File: src/hdl/scrs_pkg.sv
// Timing constants and encodings for the serial channel reset sequencer.
package scrs_pkg;
	localparam int CLK_PERIOD_NS = 50;
	localparam int PLL_LOCK_NS = 1000;
	localparam int PLL_LOCK_CYC = (PLL_LOCK_NS + CLK_PERIOD_NS - 1) / CLK_PERIOD_NS;
	localparam int OFFSET_CANCEL_NS = 2000;
	localparam int OFFSET_CANCEL_CYC = OFFSET_CANCEL_NS / CLK_PERIOD_NS;
	localparam int RECONF_BUSY_NS = 200;
	localparam int RECONF_BUSY_CYC = RECONF_BUSY_NS / CLK_PERIOD_NS;
	localparam int RX_PLL_LOCK_NS = 1000;
	localparam int RX_PLL_LOCK_CYC = (RX_PLL_LOCK_NS + CLK_PERIOD_NS - 1) / CLK_PERIOD_NS;
	localparam int DATA_LOCK_NS = 500;
	localparam int DATA_LOCK_CYC = (DATA_LOCK_NS + CLK_PERIOD_NS - 1) / CLK_PERIOD_NS;
	localparam int BUSY_CNT_W = 8;

	typedef enum logic [1:0] {
		SCRS_MODE_AUTO = 2'h0,
		SCRS_MODE_MAN_REF = 2'h1,
		SCRS_MODE_MAN_DATA = 2'h2
	} scrs_mode_t;

	typedef enum logic [1:0] {
		SCRS_CDR_IDLE = 2'h0,
		SCRS_CDR_REF = 2'h1,
		SCRS_CDR_DATA = 2'h2
	} scrs_cdr_t;
endpackage : scrs_pkg

File: src/hdl/scrs_lock_timer.sv
// Lock acquisition timer that raises done after a run of enabled cycles.
`timescale 1ns/1ps
`default_nettype none
module scrs_lock_timer
	import scrs_pkg::*;
#(
	parameter int COUNT = 20
) (
	input wire logic clk,
	input wire logic rst,
	input wire logic run,
	output logic done
);
	localparam int W = $clog2(COUNT + 1);

	initial begin
		if (COUNT < 1) begin
			$error("Lock timer count must be at least one.");
		end
	end

	typedef struct packed {
		logic [W-1:0] cnt;
		logic done;
	} scrs_tmr_t;

	scrs_tmr_t st_r;
	scrs_tmr_t st_nxt;

	always_comb begin
		st_nxt = st_r;
		if (!run) begin
			st_nxt.cnt = '0;
			st_nxt.done = 1'b0;
		end else if (st_r.cnt != W'(COUNT)) begin
			st_nxt.cnt = st_r.cnt + W'(1);
			st_nxt.done = (st_r.cnt + W'(1)) == W'(COUNT);
		end
	end

	always_ff @(posedge clk) begin
		if (rst) begin
			st_r <= '0;
		end else begin
			st_r <= st_nxt;
		end
	end

	assign done = st_r.done;
endmodule : scrs_lock_timer
`default_nettype wire

File: src/hdl/scrs_channel.sv
// Transceiver channel model that answers the user reset sequence.
`timescale 1ns/1ps
`default_nettype none
module scrs_channel
	import scrs_pkg::*;
#(
	parameter int PLL_CYC = PLL_LOCK_CYC,
	parameter int OFFSET_CYC = OFFSET_CANCEL_CYC,
	parameter int RECONF_CYC = RECONF_BUSY_CYC,
	parameter int RX_PLL_CYC = RX_PLL_LOCK_CYC,
	parameter int DATA_CYC = DATA_LOCK_CYC
) (
	input wire logic clk,
	input wire logic rst,
	input wire logic txPllReset,
	input wire logic txDigitalReset,
	input wire logic rxAnalogReset,
	input wire logic rxDigitalReset,
	input wire logic referenceLockModeReq,
	input wire logic dataLockModeReq,
	input wire logic reconfigAccess,
	input wire logic rxSignalPresent,
	output logic pllLocked,
	output logic busy,
	output logic rxPllLocked,
	output logic freqLocked,
	output logic cdrDataMode,
	output logic txReady,
	output logic rxReady
);
	// Refuse counts that the busy counter or the lock timers cannot hold.
	initial begin
		if (OFFSET_CYC < 1 || OFFSET_CYC >= 2 ** BUSY_CNT_W) begin
			$error("Offset cancellation count out of range.");
		end
		if (RECONF_CYC < 1 || RECONF_CYC >= 2 ** BUSY_CNT_W) begin
			$error("Reconfiguration busy count out of range.");
		end
		if (PLL_CYC < 1) begin
			$error("Transmit PLL lock count must be at least one.");
		end
		if (RX_PLL_CYC < 1) begin
			$error("Receive PLL lock count must be at least one.");
		end
		if (DATA_CYC < 1) begin
			$error("Data lock count must be at least one.");
		end
	end

	// Channel state outside the lock timers, registered once per clock.
	typedef struct packed {
		logic [BUSY_CNT_W-1:0] busyCnt;
		logic busy;
		scrs_cdr_t cdr;
		logic rxPllLocked;
		logic freqLocked;
		logic dataLocked;
		logic txReady;
		logic rxReady;
	} scrs_state_t;

	scrs_state_t st_r;
	scrs_state_t st_nxt;
	scrs_mode_t mode;
	logic pllDone;
	logic refDone;
	logic dataDone;

	// Each receive lock timer runs only while the recovery unit sits in its state.
	function automatic logic cdrTimerRun(scrs_cdr_t cur, scrs_cdr_t want,
		logic anaRst);
		return cur == want && !anaRst;
	endfunction : cdrTimerRun

	// Leaving data lock drops both data lock flags in the same cycle.
	function automatic scrs_state_t leaveDataMode(scrs_state_t s);
		scrs_state_t r;
		r = s;
		r.cdr = SCRS_CDR_REF;
		r.dataLocked = 1'b0;
		r.freqLocked = 1'b0;
		return r;
	endfunction : leaveDataMode

	// The transmit PLL counts its lock time only while out of reset.
	scrs_lock_timer #(.COUNT(PLL_CYC)) pllTimer (
		.clk(clk),
		.rst(rst),
		.run(!txPllReset),
		.done(pllDone)
	);

	scrs_lock_timer #(.COUNT(RX_PLL_CYC)) refTimer (
		.clk(clk),
		.rst(rst),
		.run(cdrTimerRun(st_r.cdr, SCRS_CDR_REF, rxAnalogReset)),
		.done(refDone)
	);

	scrs_lock_timer #(.COUNT(DATA_CYC)) dataTimer (
		.clk(clk),
		.rst(rst),
		.run(cdrTimerRun(st_r.cdr, SCRS_CDR_DATA, rxAnalogReset)),
		.done(dataDone)
	);

	// The data request wins over the reference request.
	always_comb begin
		if (dataLockModeReq) begin
			mode = SCRS_MODE_MAN_DATA;
		end else if (referenceLockModeReq) begin
			mode = SCRS_MODE_MAN_REF;
		end else begin
			mode = SCRS_MODE_AUTO;
		end
	end

	always_comb begin
		st_nxt = st_r;
		// Busy runs out its count, then only a reconfiguration access restarts it.
		if (st_r.busyCnt != '0) begin
			st_nxt.busyCnt = st_r.busyCnt - BUSY_CNT_W'(1);
			st_nxt.busy = st_r.busyCnt != BUSY_CNT_W'(1);
		// An access that lands while busy is counting is dropped, not queued.
		end else if (reconfigAccess) begin
			st_nxt.busyCnt = BUSY_CNT_W'(RECONF_CYC);
			st_nxt.busy = 1'b1;
		end else begin
			st_nxt.busy = 1'b0;
		end
		// Analog reset drops every receive lock at once.
		if (rxAnalogReset) begin
			st_nxt.cdr = SCRS_CDR_IDLE;
			st_nxt.rxPllLocked = 1'b0;
			st_nxt.freqLocked = 1'b0;
			st_nxt.dataLocked = 1'b0;
		end else begin
			unique case (st_r.cdr)
				SCRS_CDR_IDLE: begin
					st_nxt.cdr = SCRS_CDR_REF;
				end
				SCRS_CDR_REF: begin
					st_nxt.rxPllLocked = refDone;
					st_nxt.freqLocked = 1'b0;
					st_nxt.dataLocked = 1'b0;
					// Automatic mode leaves reference lock once it is in and data is seen.
					if (mode == SCRS_MODE_MAN_DATA) begin
						st_nxt.cdr = SCRS_CDR_DATA;
					end else if (mode == SCRS_MODE_AUTO && refDone && rxSignalPresent) begin
						st_nxt.cdr = SCRS_CDR_DATA;
					end
				end
				SCRS_CDR_DATA: begin
					st_nxt.dataLocked = dataDone;
					// Frequency lock is reported only in automatic mode.
					st_nxt.freqLocked = mode == SCRS_MODE_AUTO && dataDone;
					if (mode == SCRS_MODE_MAN_REF) begin
						st_nxt = leaveDataMode(st_nxt);
					end else if (mode == SCRS_MODE_AUTO && !rxSignalPresent) begin
						st_nxt = leaveDataMode(st_nxt);
					end
				end
				default: begin
					st_nxt.cdr = SCRS_CDR_IDLE;
				end
			endcase
		end
		// Ready follows the own digital reset of each direction.
		st_nxt.txReady = !txDigitalReset && pllDone;
		st_nxt.rxReady = !rxDigitalReset && st_nxt.dataLocked;
	end

	// Reset starts the offset cancellation run of busy.
	always_ff @(posedge clk) begin
		if (rst) begin
			st_r <= '0;
			st_r.busyCnt <= BUSY_CNT_W'(OFFSET_CYC);
			st_r.busy <= 1'b1;
		end else begin
			st_r <= st_nxt;
		end
	end

	// Outputs come straight from flip-flops of the state or the timers, except cdrDataMode, which is decoded from the registered cdr state.
	assign pllLocked = pllDone;
	assign busy = st_r.busy;
	assign rxPllLocked = st_r.rxPllLocked;
	assign freqLocked = st_r.freqLocked;
	assign cdrDataMode = st_r.cdr == SCRS_CDR_DATA;
	assign txReady = st_r.txReady;
	assign rxReady = st_r.rxReady;
endmodule : scrs_channel
`default_nettype wire

File: config.mk
export PLATFORM = sky130hd
export DESIGN_NAME = scrs_channel
export DESIGN_NICKNAME = d
export VERILOG_FILES = /design/src/hdl/scrs_pkg.sv /design/src/hdl/scrs_lock_timer.sv /design/src/hdl/scrs_channel.sv
export SDC_FILE = /design/constraint.sdc
export NUM_CORES = 1
export LEC_CHECK = 0
export BUFFER_PORTS_ARGS = -buffer_cell sky130_fd_sc_hd__buf_2
export CORE_MARGIN = 2
export CORE_UTILIZATION = 40
export DETAILED_ROUTE_END_ITERATION = 7
export GPL_ROUTABILITY_DRIVEN = 0
export HOLD_SLACK_MARGIN = 0.12
export PLACE_DENSITY = 0.55
export RECOVER_POWER = 100
export SETUP_SLACK_MARGIN = 0.5
export SKIP_LAST_GASP = 1
export SYNTH_ARGS = -nofsm -noshare
export SYNTH_HDL_FRONTEND = slang
export SYNTH_HIERARCHICAL = 1
export SYNTH_SLANG_ARGS = --single-unit
File: constraint.sdc
create_clock -name clk -period 2.8 [get_ports clk]
set_input_delay 0.84 -clock clk [delete_from_list [all_inputs] [get_ports clk]]
set_output_delay 0.84 -clock clk [all_outputs]
set_load 0.01 [all_outputs]
==> report_table.html, run 1 <==
<table>
<tr><th>Metric</th><th>Value</th></tr>
<tr><th colspan="2">Run status</th></tr>
<tr><td>Outcome</td><td>complete, no violations</td></tr>
<tr><th colspan="2">Power and ir drop</th></tr>
<tr><td>Internal power</td><td>0.7309 mW</td></tr>
<tr><td>Power share of the combinational group</td><td>0.104</td></tr>
<tr><td>Sw frac</td><td>0.2408</td></tr>
<tr><td>Share of power burned in the clock network</td><td>0.369</td></tr>
<tr><td>Maximum vdd ir drop</td><td>0.0002370 V</td></tr>
<tr><td>Power Density</td><td>484.5 mW/mm^2</td></tr>
<tr><td>Sequential share of power</td><td>0.527</td></tr>
<tr><td>Leakage power</td><td>0.8916 nW</td></tr>
<tr><td>Net Sw Power</td><td>0.2319 mW</td></tr>
<tr><th colspan="2">CTS</th></tr>
<tr><td>H-Tree Level Count</td><td>2</td></tr>
<tr><td>Sink count of the clock tree</td><td>33</td></tr>
<tr><td>Count of buffers added by post-CTS timing repair for setup</td><td>0</td></tr>
<tr><td>CTS Root Buffer Type</td><td>sky130_fd_sc_hd__clkbuf_8</td></tr>
<tr><td>Number of CTS-inserted buffers</td><td>5</td></tr>
<tr><td>TritonCTS clock tree</td><td>yes</td></tr>
<tr><td>Max Root-Sink Buffers</td><td>2</td></tr>
<tr><td>Later-pin clock latency in the skew report</td><td>0.28 ns</td></tr>
<tr><td>Clk slew on worst S/H paths</td><td>0.06 ns</td></tr>
<tr><td>Post-cts sizing count</td><td>0</td></tr>
<tr><td>Quantity of hold-fixing buffers added after cts</td><td>0</td></tr>
<tr><th colspan="2">Route</th></tr>
<tr><td>Count of vias placed by the detailed router</td><td>1374</td></tr>
<tr><td>First-pass detailed-route iteration total</td><td>4</td></tr>
<tr><td>Detailed-route wire length per cell</td><td>12.70 um</td></tr>
<tr><td>Post-detailed-routing wire length</td><td>3353 um</td></tr>
<tr><td>Count of unresolved DRC violations after routing</td><td>0</td></tr>
<tr><td>Via density</td><td>5.205</td></tr>
<tr><td>Detail Route Antenna Nets</td><td>0</td></tr>
<tr><td>First-iteration detailed-routing DRC count</td><td>41</td></tr>
<tr><th colspan="2">Timing</th></tr>
<tr><td>Final Max Tran Viols</td><td>0</td></tr>
<tr><td>Slew at the pin closest to its max-slew limit</td><td>0.8234 ns</td></tr>
<tr><td>RSZ-0062 raised after global routing</td><td>no</td></tr>
<tr><td>Final Setup Violations</td><td>0</td></tr>
<tr><td>Maximum clock rate</td><td>461.4 MHz</td></tr>
<tr><td>Shortest clock period the worst path allows after layout</td><td>2.167 ns</td></tr>
<tr><td>Hold Violations, Final</td><td>0</td></tr>
<tr><td>Clock skew after layout</td><td>0.005436 ns</td></tr>
<tr><td>Aggregate negative setup slack</td><td>0 ns</td></tr>
<tr><td>Worst hold margin</td><td>0.4670 ns</td></tr>
<tr><td>Slew margin rel.</td><td>0.4460</td></tr>
<tr><td>Fin crit share</td><td>0.7741</td></tr>
<tr><th colspan="2">Placed design</th></tr>
<tr><td>HPWL after detailed placement</td><td>2481 um</td></tr>
<tr><td>Input/output buffers</td><td>16</td></tr>
<tr><td>Placed Cells</td><td>257</td></tr>
<tr><td>Dpl cell area</td><td>0.001931 sq mm</td></tr>
<tr><th colspan="2">Synth</th></tr>
<tr><td>Flip-flop and latch count after synthesis</td><td>33</td></tr>
<tr><td>Number of distinct standard cells referenced by the synthesized netlist</td><td>41</td></tr>
<tr><td>Main flop type after synthesis</td><td>sky130_fd_sc_hd__dfxtp_1</td></tr>
<tr><td>Netlist area before placement</td><td>0.001797 sq mm</td></tr>
<tr><td>Post-synthesis net count</td><td>218</td></tr>
<tr><td>Cell count after synthesis</td><td>191</td></tr>
<tr><td>Avg Inst Size Synth</td><td>9.407 sq um</td></tr>
<tr><td>Number of enable-type register cells in the synthesized netlist</td><td>0</td></tr>
<tr><td>Post-synth ARST share</td><td>0</td></tr>
<tr><td>Sequential element share of the synthesized area</td><td>0.3677</td></tr>
<tr><td>Count of yosys warnings during synthesis</td><td>6</td></tr>
<tr><th colspan="2">Finish</th></tr>
<tr><td>Post-route cell area</td><td>0.001987 sq mm</td></tr>
<tr><td>Leading cell type in the layout, fill and taps excluded</td><td>sky130_fd_sc_hd__dfxtp_1</td></tr>
<tr><td>Layout fillers</td><td>422</td></tr>
<tr><td>Final design utilization</td><td>0.4563</td></tr>
<tr><td>Leading cell types in the layout, fill and taps excluded</td><td>sky130_fd_sc_hd__dfxtp_1 (33), sky130_fd_sc_hd__inv_1 (18), sky130_fd_sc_hd__ha_1 (17)</td></tr>
<tr><td>Fraction of final layout cells sized beyond drive strength 1</td><td>0.1038</td></tr>
<tr><td>Number of cells in the finished layout apart from fillers</td><td>264</td></tr>
<tr><td>Total inserted antenna cells</td><td>0</td></tr>
<tr><td># nets final</td><td>239</td></tr>
<tr><td>Area growth from synthesis to final layout</td><td>10.59%</td></tr>
<tr><th colspan="2">Floorplanning</th></tr>
<tr><td>Ports placed on the boundary</td><td>17</td></tr>
<tr><td>Die Wd</td><td>71.02 um</td></tr>
<tr><td>Row count</td><td>24</td></tr>
<tr><td>Die Height</td><td>71.02 um</td></tr>
<tr><td>Area enclosed by the die boundary</td><td>0.005044 sq mm</td></tr>
<tr><td>Total core area</td><td>0.004354 sq mm</td></tr>
<tr><td>Initial cell density of the core</td><td>0.4126</td></tr>
<tr><th colspan="2">Global route</th></tr>
<tr><td>Met1 layer usage reported by global route</td><td>0.1787</td></tr>
<tr><td>Met3 layer usage reported by global route</td><td>0.05983</td></tr>
<tr><td>Leftover overflow at the end of global routing</td><td>0</td></tr>
<tr><td>Global-route total usage across every layer</td><td>0.1504</td></tr>
<tr><td>Number of global-route vias before repair</td><td>1392</td></tr>
<tr><td>Maximum number of pins on one net before global-route repair</td><td>21</td></tr>
<tr><td>GRT busiest layer</td><td>met2</td></tr>
<tr><td>Initial antenna violation count</td><td>0</td></tr>
<tr><td>Met2 Usage GRT</td><td>0.2451</td></tr>
<tr><td>Global-route wire length before repair</td><td>6016 um</td></tr>
<tr><th colspan="2">Critical path</th></tr>
<tr><td>Worst-path maximum fanout</td><td>7</td></tr>
<tr><td>Timing endpoint of the critical path</td><td>st_r[10]</td></tr>
<tr><td>Worst Setup End Kind</td><td>register</td></tr>
<tr><td>Signal arrival time at the worst endpoint</td><td>2.34 ns</td></tr>
<tr><td>R2R Setup Slk</td><td>0.63 ns</td></tr>
<tr><td>Worst endpoint required time</td><td>2.97 ns</td></tr>
<tr><td>Startpoint class of the critical path</td><td>register</td></tr>
<tr><td>Worst reg2reg path startpoint</td><td>st_r[10]</td></tr>
<tr><td>End of the worst register-to-register path</td><td>st_r[10]</td></tr>
<tr><td>R2r worst-path depth</td><td>4</td></tr>
<tr><td>Critical path class</td><td>reg2reg</td></tr>
<tr><td>Origin of the worst setup path</td><td>st_r[10]</td></tr>
<tr><th colspan="2">Worst hold path</th></tr>
<tr><td>Classification of the worst-slack hold path</td><td>reg2reg</td></tr>
<tr><th colspan="2">Job</th></tr>
<tr><td>Max-cap violation count</td><td>0</td></tr>
</table>
==> layout make-up <==
type,count,area (sq um),area share
clock buffer,7,86.33,0.04345
inverter,18,67.56,0.03400
multi-input combinational,138,1037,0.5220
sequential,33,660.6,0.3325
tap,52,65.06,0.03275
timing repair buffer,16,70.07,0.03526
==> power by group through the flow <==
| stage | Combinational (mW) | Sequential (mW) | Clock (mW) |
|---|---|---|---|
| 6_report | 0.100 | 0.507 | 0.355 |
| 5_1_grt | 0.116 | 0.511 | 0.395 |
| 4_1_cts | 0.102 | 0.512 | 0.370 |
| 3_5_place_dp | 0.101 | 0.522 | 0 |
| 3_3_place_gp | 0.0974 | 0.521 | 0 |
| 2_1_floorplan | 0.0779 | 0.517 | 0 |
==> metrics by stage <==
stage / power [mW] / worst slack, ns
after floorplan: 0.5952 / 1.058
after global placement: 0.6185 / 0.9359
after detailed placement: 0.6233 / 0.8231
after CTS: 0.9844 / 0.7337
after global routing: 1.021 / 0.3951
final: 0.9627 / 0.6326
==> sequential cells by signal (all words and copies together), names as in the netlist <==
register,count
rxReady,1
busy,1
rxPllLocked,1
st_r,11
txReady,1
pllTimer/st_r,5
dataTimer/st_r,4
pllTimer/done,1
freqLocked,1
refTimer/st_r,5
refTimer/done,1
dataTimer/done,1
==> worst max-delay path: stages, from the launching register on <==
cell	delay [ns]
sky130_fd_sc_hd__dfxtp_1	0.34
sky130_fd_sc_hd__nor4_1	0.74
sky130_fd_sc_hd__and4b_1	0.46
sky130_fd_sc_hd__mux2_1	0.36
sky130_fd_sc_hd__o21a_1	0.16
==> logic make-up (layout without fill, tap and decap cells) <==
group	count (synthesis)	after routing	synth area share
AOI/OAI and AO/OA	34	34	0.1309
xor gates and xnor gates	12	12	0.05850
adders and majority gates	17	17	0.1184
buffers and inverters	20	41	0.04387
DFF	33	33	0.3677
muxes	6	6	0.03412
and+or+nand+nor	69	69	0.2465
==> Yosys cell counts, types with 2 or more instances <==
cell,number,share of area
sky130_fd_sc_hd__nand3b_1,3,0.013
sky130_fd_sc_hd__nor3_1,3,0.0084
sky130_fd_sc_hd__mux2i_1,5,0.028
sky130_fd_sc_hd__xnor2_1,9,0.044
sky130_fd_sc_hd__ha_1,17,0.12
sky130_fd_sc_hd__nor3b_1,7,0.029
sky130_fd_sc_hd__dfxtp_1,33,0.37
sky130_fd_sc_hd__o2111ai_1,3,0.015
sky130_fd_sc_hd__nand2_1,5,0.010
sky130_fd_sc_hd__nor2_1,16,0.033
sky130_fd_sc_hd__nand4b_2,2,0.017
sky130_fd_sc_hd__nand4_1,3,0.010
sky130_fd_sc_hd__nor2b_1,5,0.017
sky130_fd_sc_hd__nand2b_1,7,0.024
sky130_fd_sc_hd__o31a_1,2,0.0098
sky130_fd_sc_hd__a31oi_1,2,0.0070
sky130_fd_sc_hd__xor2_1,3,0.015
sky130_fd_sc_hd__o21bai_1,2,0.0084
sky130_fd_sc_hd__a21oi_1,15,0.042
sky130_fd_sc_hd__or2_2,3,0.010
sky130_fd_sc_hd__nand3_1,3,0.0084
sky130_fd_sc_hd__a211oi_2,3,0.021
sky130_fd_sc_hd__inv_1,18,0.038
sky130_fd_sc_hd__and3b_1,2,0.0098
sky130_fd_sc_hd__and3_1,4,0.014
==> metal layers <==
| layer | up-vias | share of wire |
|---|---|---|
| met5 | - | 0 |
| met4 | 0 | 0.015 |
| met3 | 6 | 0.032 |
| met2 | 21 | 0.48 |
| met1 | 638 | 0.47 |
| li1 | 709 | - |
==> worst min path at each step <==
stage	from	endpoint	slack, ns	cells after the start
global route	rxPllLocked	rxPllLocked	0.47	2
CTS	rxPllLocked	rxPllLocked	0.46	2
finish	rxPllLocked	rxPllLocked	0.47	2
floorplan	st_r[2]	st_r[2]	0.44	2
global placement	rxPllLocked	rxPllLocked	0.45	2
detailed placement	rxPllLocked	rxPllLocked	0.45	2
Power figures use the tool's default switching activity.
==> run 2, diff against run 1 <==
--- a/config.mk
+++ b/config.mk
@@ -11,7 +11,7 @@
 export DETAILED_ROUTE_END_ITERATION = 7
 export GPL_ROUTABILITY_DRIVEN = 0
 export HOLD_SLACK_MARGIN = 0.12
-export PLACE_DENSITY = 0.55
+export PLACE_DENSITY = 0.57
 export RECOVER_POWER = 100
 export SETUP_SLACK_MARGIN = 0.5
 export SKIP_LAST_GASP = 1
==> constraint.sdc (replaced) <==
create_clock -name clk -period 1.9 [get_ports clk]
set_input_delay 0.57 -clock clk [delete_from_list [all_inputs] [get_ports clk]]
set_output_delay 0.57 -clock clk [all_outputs]
set_load 0.01 [all_outputs]
==> report_table.html, run 2 (synthesized netlist as in run 1, its figures left out) <==
<table>
<tr><th>Metric</th><th>Value</th></tr>
<tr><th colspan="2">Finish</th></tr>
<tr><td>Area growth from synthesis to final layout</td><td>26.04%</td></tr>
<tr><td>Number of flip-flops in the largest register</td><td>11 (unchanged)</td></tr>
<tr><td>Post-route cell area</td><td>0.002265 sq mm (+14%)</td></tr>
<tr><td>Area of the multi-input gates</td><td>0.001150 sq mm (+11%)</td></tr>
<tr><td>Fraction of final layout cells sized beyond drive strength 1</td><td>0.2719 (+0.1682)</td></tr>
<tr><td>Total inserted antenna cells</td><td>0 (unchanged)</td></tr>
<tr><td>Layout fillers</td><td>404 (-4.3%)</td></tr>
<tr><td>Sequential cell area</td><td>675.6 sq um (+2.3%)</td></tr>
<tr><td>Number of cells in the finished layout apart from fillers</td><td>280 (+6.1%)</td></tr>
<tr><td>Top register by number of flip-flops</td><td>st_r</td></tr>
<tr><td># nets final</td><td>254 (+6.3%)</td></tr>
<tr><td>Largest registers ranked by flip-flop count</td><td>st_r x11, pllTimer/st_r x5, refTimer/st_r x5</td></tr>
<tr><td>Leading cell type in the layout, fill and taps excluded</td><td>sky130_fd_sc_hd__dfxtp_1</td></tr>
<tr><td>Leading cell types in the layout, fill and taps excluded</td><td>sky130_fd_sc_hd__dfxtp_1 (27), sky130_fd_sc_hd__nor2_1 (16), sky130_fd_sc_hd__inv_1 (14), sky130_fd_sc_hd__a21oi_1 (14), sky130_fd_sc_hd__ha_1 (13)</td></tr>
<tr><th colspan="2">Timing</th></tr>
<tr><td>Maximum clock rate</td><td>618.3 MHz</td></tr>
<tr><td>Slew margin rel.</td><td>0.6215 (+0.1755)</td></tr>
<tr><td>Clock skew after layout</td><td>0.003537 ns (-0.001898 ns)</td></tr>
<tr><td>Hold Violations, Final</td><td>0 (unchanged)</td></tr>
<tr><td>Minimum setup slack in the final design</td><td>0.2827 ns (-0.3499 ns)</td></tr>
<tr><td>RSZ-0062 raised after global routing</td><td>yes</td></tr>
<tr><td>Worst hold margin</td><td>0.4419 ns (-0.02507 ns)</td></tr>
<tr><td>Final Setup Violations</td><td>0 (unchanged)</td></tr>
<tr><td>Aggregate negative setup slack</td><td>0 ns (unchanged)</td></tr>
<tr><td>Shortest clock period the worst path allows after layout</td><td>1.617 ns</td></tr>
<tr><td>Slew at the pin closest to its max-slew limit</td><td>0.5678 ns (-0.2557 ns)</td></tr>
<tr><td>Final Max Tran Viols</td><td>0 (unchanged)</td></tr>
<tr><td>Fin crit share</td><td>0.8512</td></tr>
<tr><th colspan="2">Global route</th></tr>
<tr><td>Number of global-route vias before repair</td><td>1505 (+8.1%)</td></tr>
<tr><td>Met1 layer usage reported by global route</td><td>0.1872 (+0.008473)</td></tr>
<tr><td>Met3 layer usage reported by global route</td><td>0.03846 (-0.02137)</td></tr>
<tr><td>Global-route total usage across every layer</td><td>0.1580 (+0.007606)</td></tr>
<tr><td>Met2 Usage GRT</td><td>0.2835 (+0.03842)</td></tr>
<tr><td>Global-route wire length before repair</td><td>6561 um (+9.1%)</td></tr>
<tr><td>GRT busiest layer</td><td>met2</td></tr>
<tr><td>Initial antenna violation count</td><td>0 (unchanged)</td></tr>
<tr><td>Maximum number of pins on one net before global-route repair</td><td>13 (-38%)</td></tr>
<tr><td>Leftover overflow at the end of global routing</td><td>0 (unchanged)</td></tr>
<tr><th colspan="2">CTS</th></tr>
<tr><td>CTS Root Buffer Type</td><td>sky130_fd_sc_hd__clkbuf_8</td></tr>
<tr><td>Max Root-Sink Buffers</td><td>2 (unchanged)</td></tr>
<tr><td>Later-pin clock latency in the skew report</td><td>0.27 ns (about the same)</td></tr>
<tr><td>Clk slew on worst S/H paths</td><td>0.07 ns (about the same)</td></tr>
<tr><td>Sink count of the clock tree</td><td>33 (unchanged)</td></tr>
<tr><td>TritonCTS clock tree</td><td>yes</td></tr>
<tr><td>H-Tree Level Count</td><td>2 (unchanged)</td></tr>
<tr><td>Number of CTS-inserted buffers</td><td>5 (unchanged)</td></tr>
<tr><th colspan="2">Floorplanning</th></tr>
<tr><td>Ports placed on the boundary</td><td>17 (unchanged)</td></tr>
<tr><td>Die Wd</td><td>71.02 um (unchanged)</td></tr>
<tr><td>Total core area</td><td>0.004354 sq mm (unchanged)</td></tr>
<tr><td>Row count</td><td>24 (unchanged)</td></tr>
<tr><td>Initial cell density of the core</td><td>0.4126 (unchanged)</td></tr>
<tr><td>Area enclosed by the die boundary</td><td>0.005044 sq mm (unchanged)</td></tr>
<tr><td>Die Height</td><td>71.02 um (unchanged)</td></tr>
<tr><th colspan="2">Placed design</th></tr>
<tr><td>Pre-CTS setup slack</td><td>0.2857 ns (-0.5374 ns)</td></tr>
<tr><td>HPWL after detailed placement</td><td>2532 um (+2.1%)</td></tr>
<tr><td>Placed Cells</td><td>259 (+0.78%)</td></tr>
<tr><td>Input/output buffers</td><td>16 (unchanged)</td></tr>
<tr><td>Dpl cell area</td><td>0.001993 sq mm (+3.2%)</td></tr>
<tr><th colspan="2">Critical path</th></tr>
<tr><td>Buffers and inverters on the worst path</td><td>2 (+2)</td></tr>
<tr><td>Critical path class</td><td>reg2out</td></tr>
<tr><td>R2r worst-path depth</td><td>5 (+1)</td></tr>
<tr><td>Worst reg2reg path startpoint</td><td>st_r[5]</td></tr>
<tr><td>End of the worst register-to-register path</td><td>st_r[5]</td></tr>
<tr><td>R2R Setup Slk</td><td>0.32 ns (-0.31 ns)</td></tr>
<tr><td>Delay of the slowest critical-path stage</td><td>0.44 ns (-0.30 ns)</td></tr>
<tr><td>Worst endpoint required time</td><td>1.33 ns (-1.64 ns)</td></tr>
<tr><td>Critical-path cell list</td><td>inv_4 &gt; ha_4 &gt; clkbuf_1</td></tr>
<tr><td>Worst path slowest cell</td><td>sky130_fd_sc_hd__dfxtp_1</td></tr>
<tr><td>Worst Setup End Kind</td><td>primary output</td></tr>
<tr><td>Signal arrival time at the worst endpoint</td><td>1.05 ns (-1.29 ns)</td></tr>
<tr><td>Worst-path maximum fanout</td><td>4 (-3)</td></tr>
<tr><td>Worst path top cell family by delay</td><td>flip-flops</td></tr>
<tr><td>Startpoint class of the critical path</td><td>register</td></tr>
<tr><th colspan="2">Route</th></tr>
<tr><td>First-iteration detailed-routing DRC count</td><td>68 (+66%)</td></tr>
<tr><td>Via density</td><td>5.196 (-0.16%)</td></tr>
<tr><td>Post-detailed-routing wire length</td><td>3894 um (+16%)</td></tr>
<tr><td>Detailed-route wire length per cell</td><td>13.91 um (+9.5%)</td></tr>
<tr><td>Detail Route Antenna Nets</td><td>0 (unchanged)</td></tr>
<tr><td>First-pass detailed-route iteration total</td><td>4 (unchanged)</td></tr>
<tr><td>Count of vias placed by the detailed router</td><td>1455 (+5.9%)</td></tr>
<tr><td>Count of unresolved DRC violations after routing</td><td>0 (unchanged)</td></tr>
<tr><th colspan="2">Run status</th></tr>
<tr><td>Outcome</td><td>complete, no violations</td></tr>
<tr><th colspan="2">Power and ir drop</th></tr>
<tr><td>Power Density</td><td>689.2 mW/mm^2 (+42%)</td></tr>
<tr><td>Maximum vdd ir drop</td><td>0.0003618 V (+53%)</td></tr>
<tr><td>Leakage power</td><td>0.9781 nW (+9.7%)</td></tr>
<tr><th colspan="2">Worst hold path</th></tr>
<tr><td>Hold Path Stages</td><td>2 (unchanged)</td></tr>
<tr><td>Endpoint with the worst hold slack</td><td>rxReady</td></tr>
<tr><td>Classification of the worst-slack hold path</td><td>in2reg</td></tr>
<tr><td>Hold wc startpoint</td><td>rxDigitalReset</td></tr>
<tr><th colspan="2">Job</th></tr>
<tr><td>Max-cap violation count</td><td>0 (unchanged)</td></tr>
</table>
-- run 2: changes by cell type in the layout (fill, tap and decap cells not counted), sizes merged --
| cell | previous run | this run |
|---|---|---|
| buf | 8 | 19 |
| clkbuf | 15 | 19 |
| clkinv | 0 | 1 |
-- run 2: layout make-up --
| class | count | share of cell area |
|---|---|---|
| Clock buffer | 7 | 0.04254 |
| Clock inverter | 1 | 0.002210 |
| Inverter | 18 | 0.03315 |
| Multi-Input combinational cell | 138 | 0.5077 |
| Sequential cell | 33 | 0.2983 |
| Tap cell | 52 | 0.02873 |
| Timing Repair Buffer | 31 | 0.08729 |
-- run 2: how the worst max path moves through the flow --
stage	startpoint	end	slack, ns	depth (start not counted)
global placement	rst	st_r[6]	0.33	3
CTS	st_r[5]	st_r[5]	0.36	6
finish	st_r[5]	cdrDataMode	0.28	3
detailed placement	rxSignalPresent	st_r[5]	0.29	5
global route	st_r[5]	refTimer/done	0.20	6
floorplan	st_r[13]	st_r[10]	0.32	5
-- run 2: timing repair --
item                       in CTS  in global routing
hold endpoints to repair        0                  0
pin swaps                      11                  8
hold buffers                    0                  0
setup endpoints to repair       8                 15
buffers inserted               13                  0
gates resized for setup        25                 18
-- run 2: metal layers --
layer	vias up	share of wire
met4	0	0.014
met3	6	0.028
met5	-	0
met2	26	0.50
li1	732	-
met1	691	0.45
-- run 2: worst register-to-register path: stages, from the launching register on --
cell and delay (ns):
sky130_fd_sc_hd__dfxtp_1 0.44, sky130_fd_sc_hd__inv_4 0.06, sky130_fd_sc_hd__ha_4 0.16, sky130_fd_sc_hd__a21boi_2 0.17, sky130_fd_sc_hd__or4_4 0.52, sky130_fd_sc_hd__a21oi_1 0.16
-- run 2: per-stage QoR --
| stage | total power, mW | utilization |
|---|---|---|
| 2_1_floorplan | 0.8902 | - |
| 3_3_place_gp | 0.9326 | 0.4578 |
| 3_5_place_dp | 0.9400 | 0.4578 |
| 4_1_cts | 1.564 | 0.5244 |
| 5_1_grt | 1.640 | 0.5201 |
| 6_report | 1.561 | 0.5201 |
-- run 2: power breakdown --
group	switching [mW]	leakage (nW)	internal, mW	total, mW
Sequential	0.0360	0.270	0.718	0.754
Clock	0.237	0.0542	0.327	0.564
Combinational	0.113	0.654	0.130	0.243
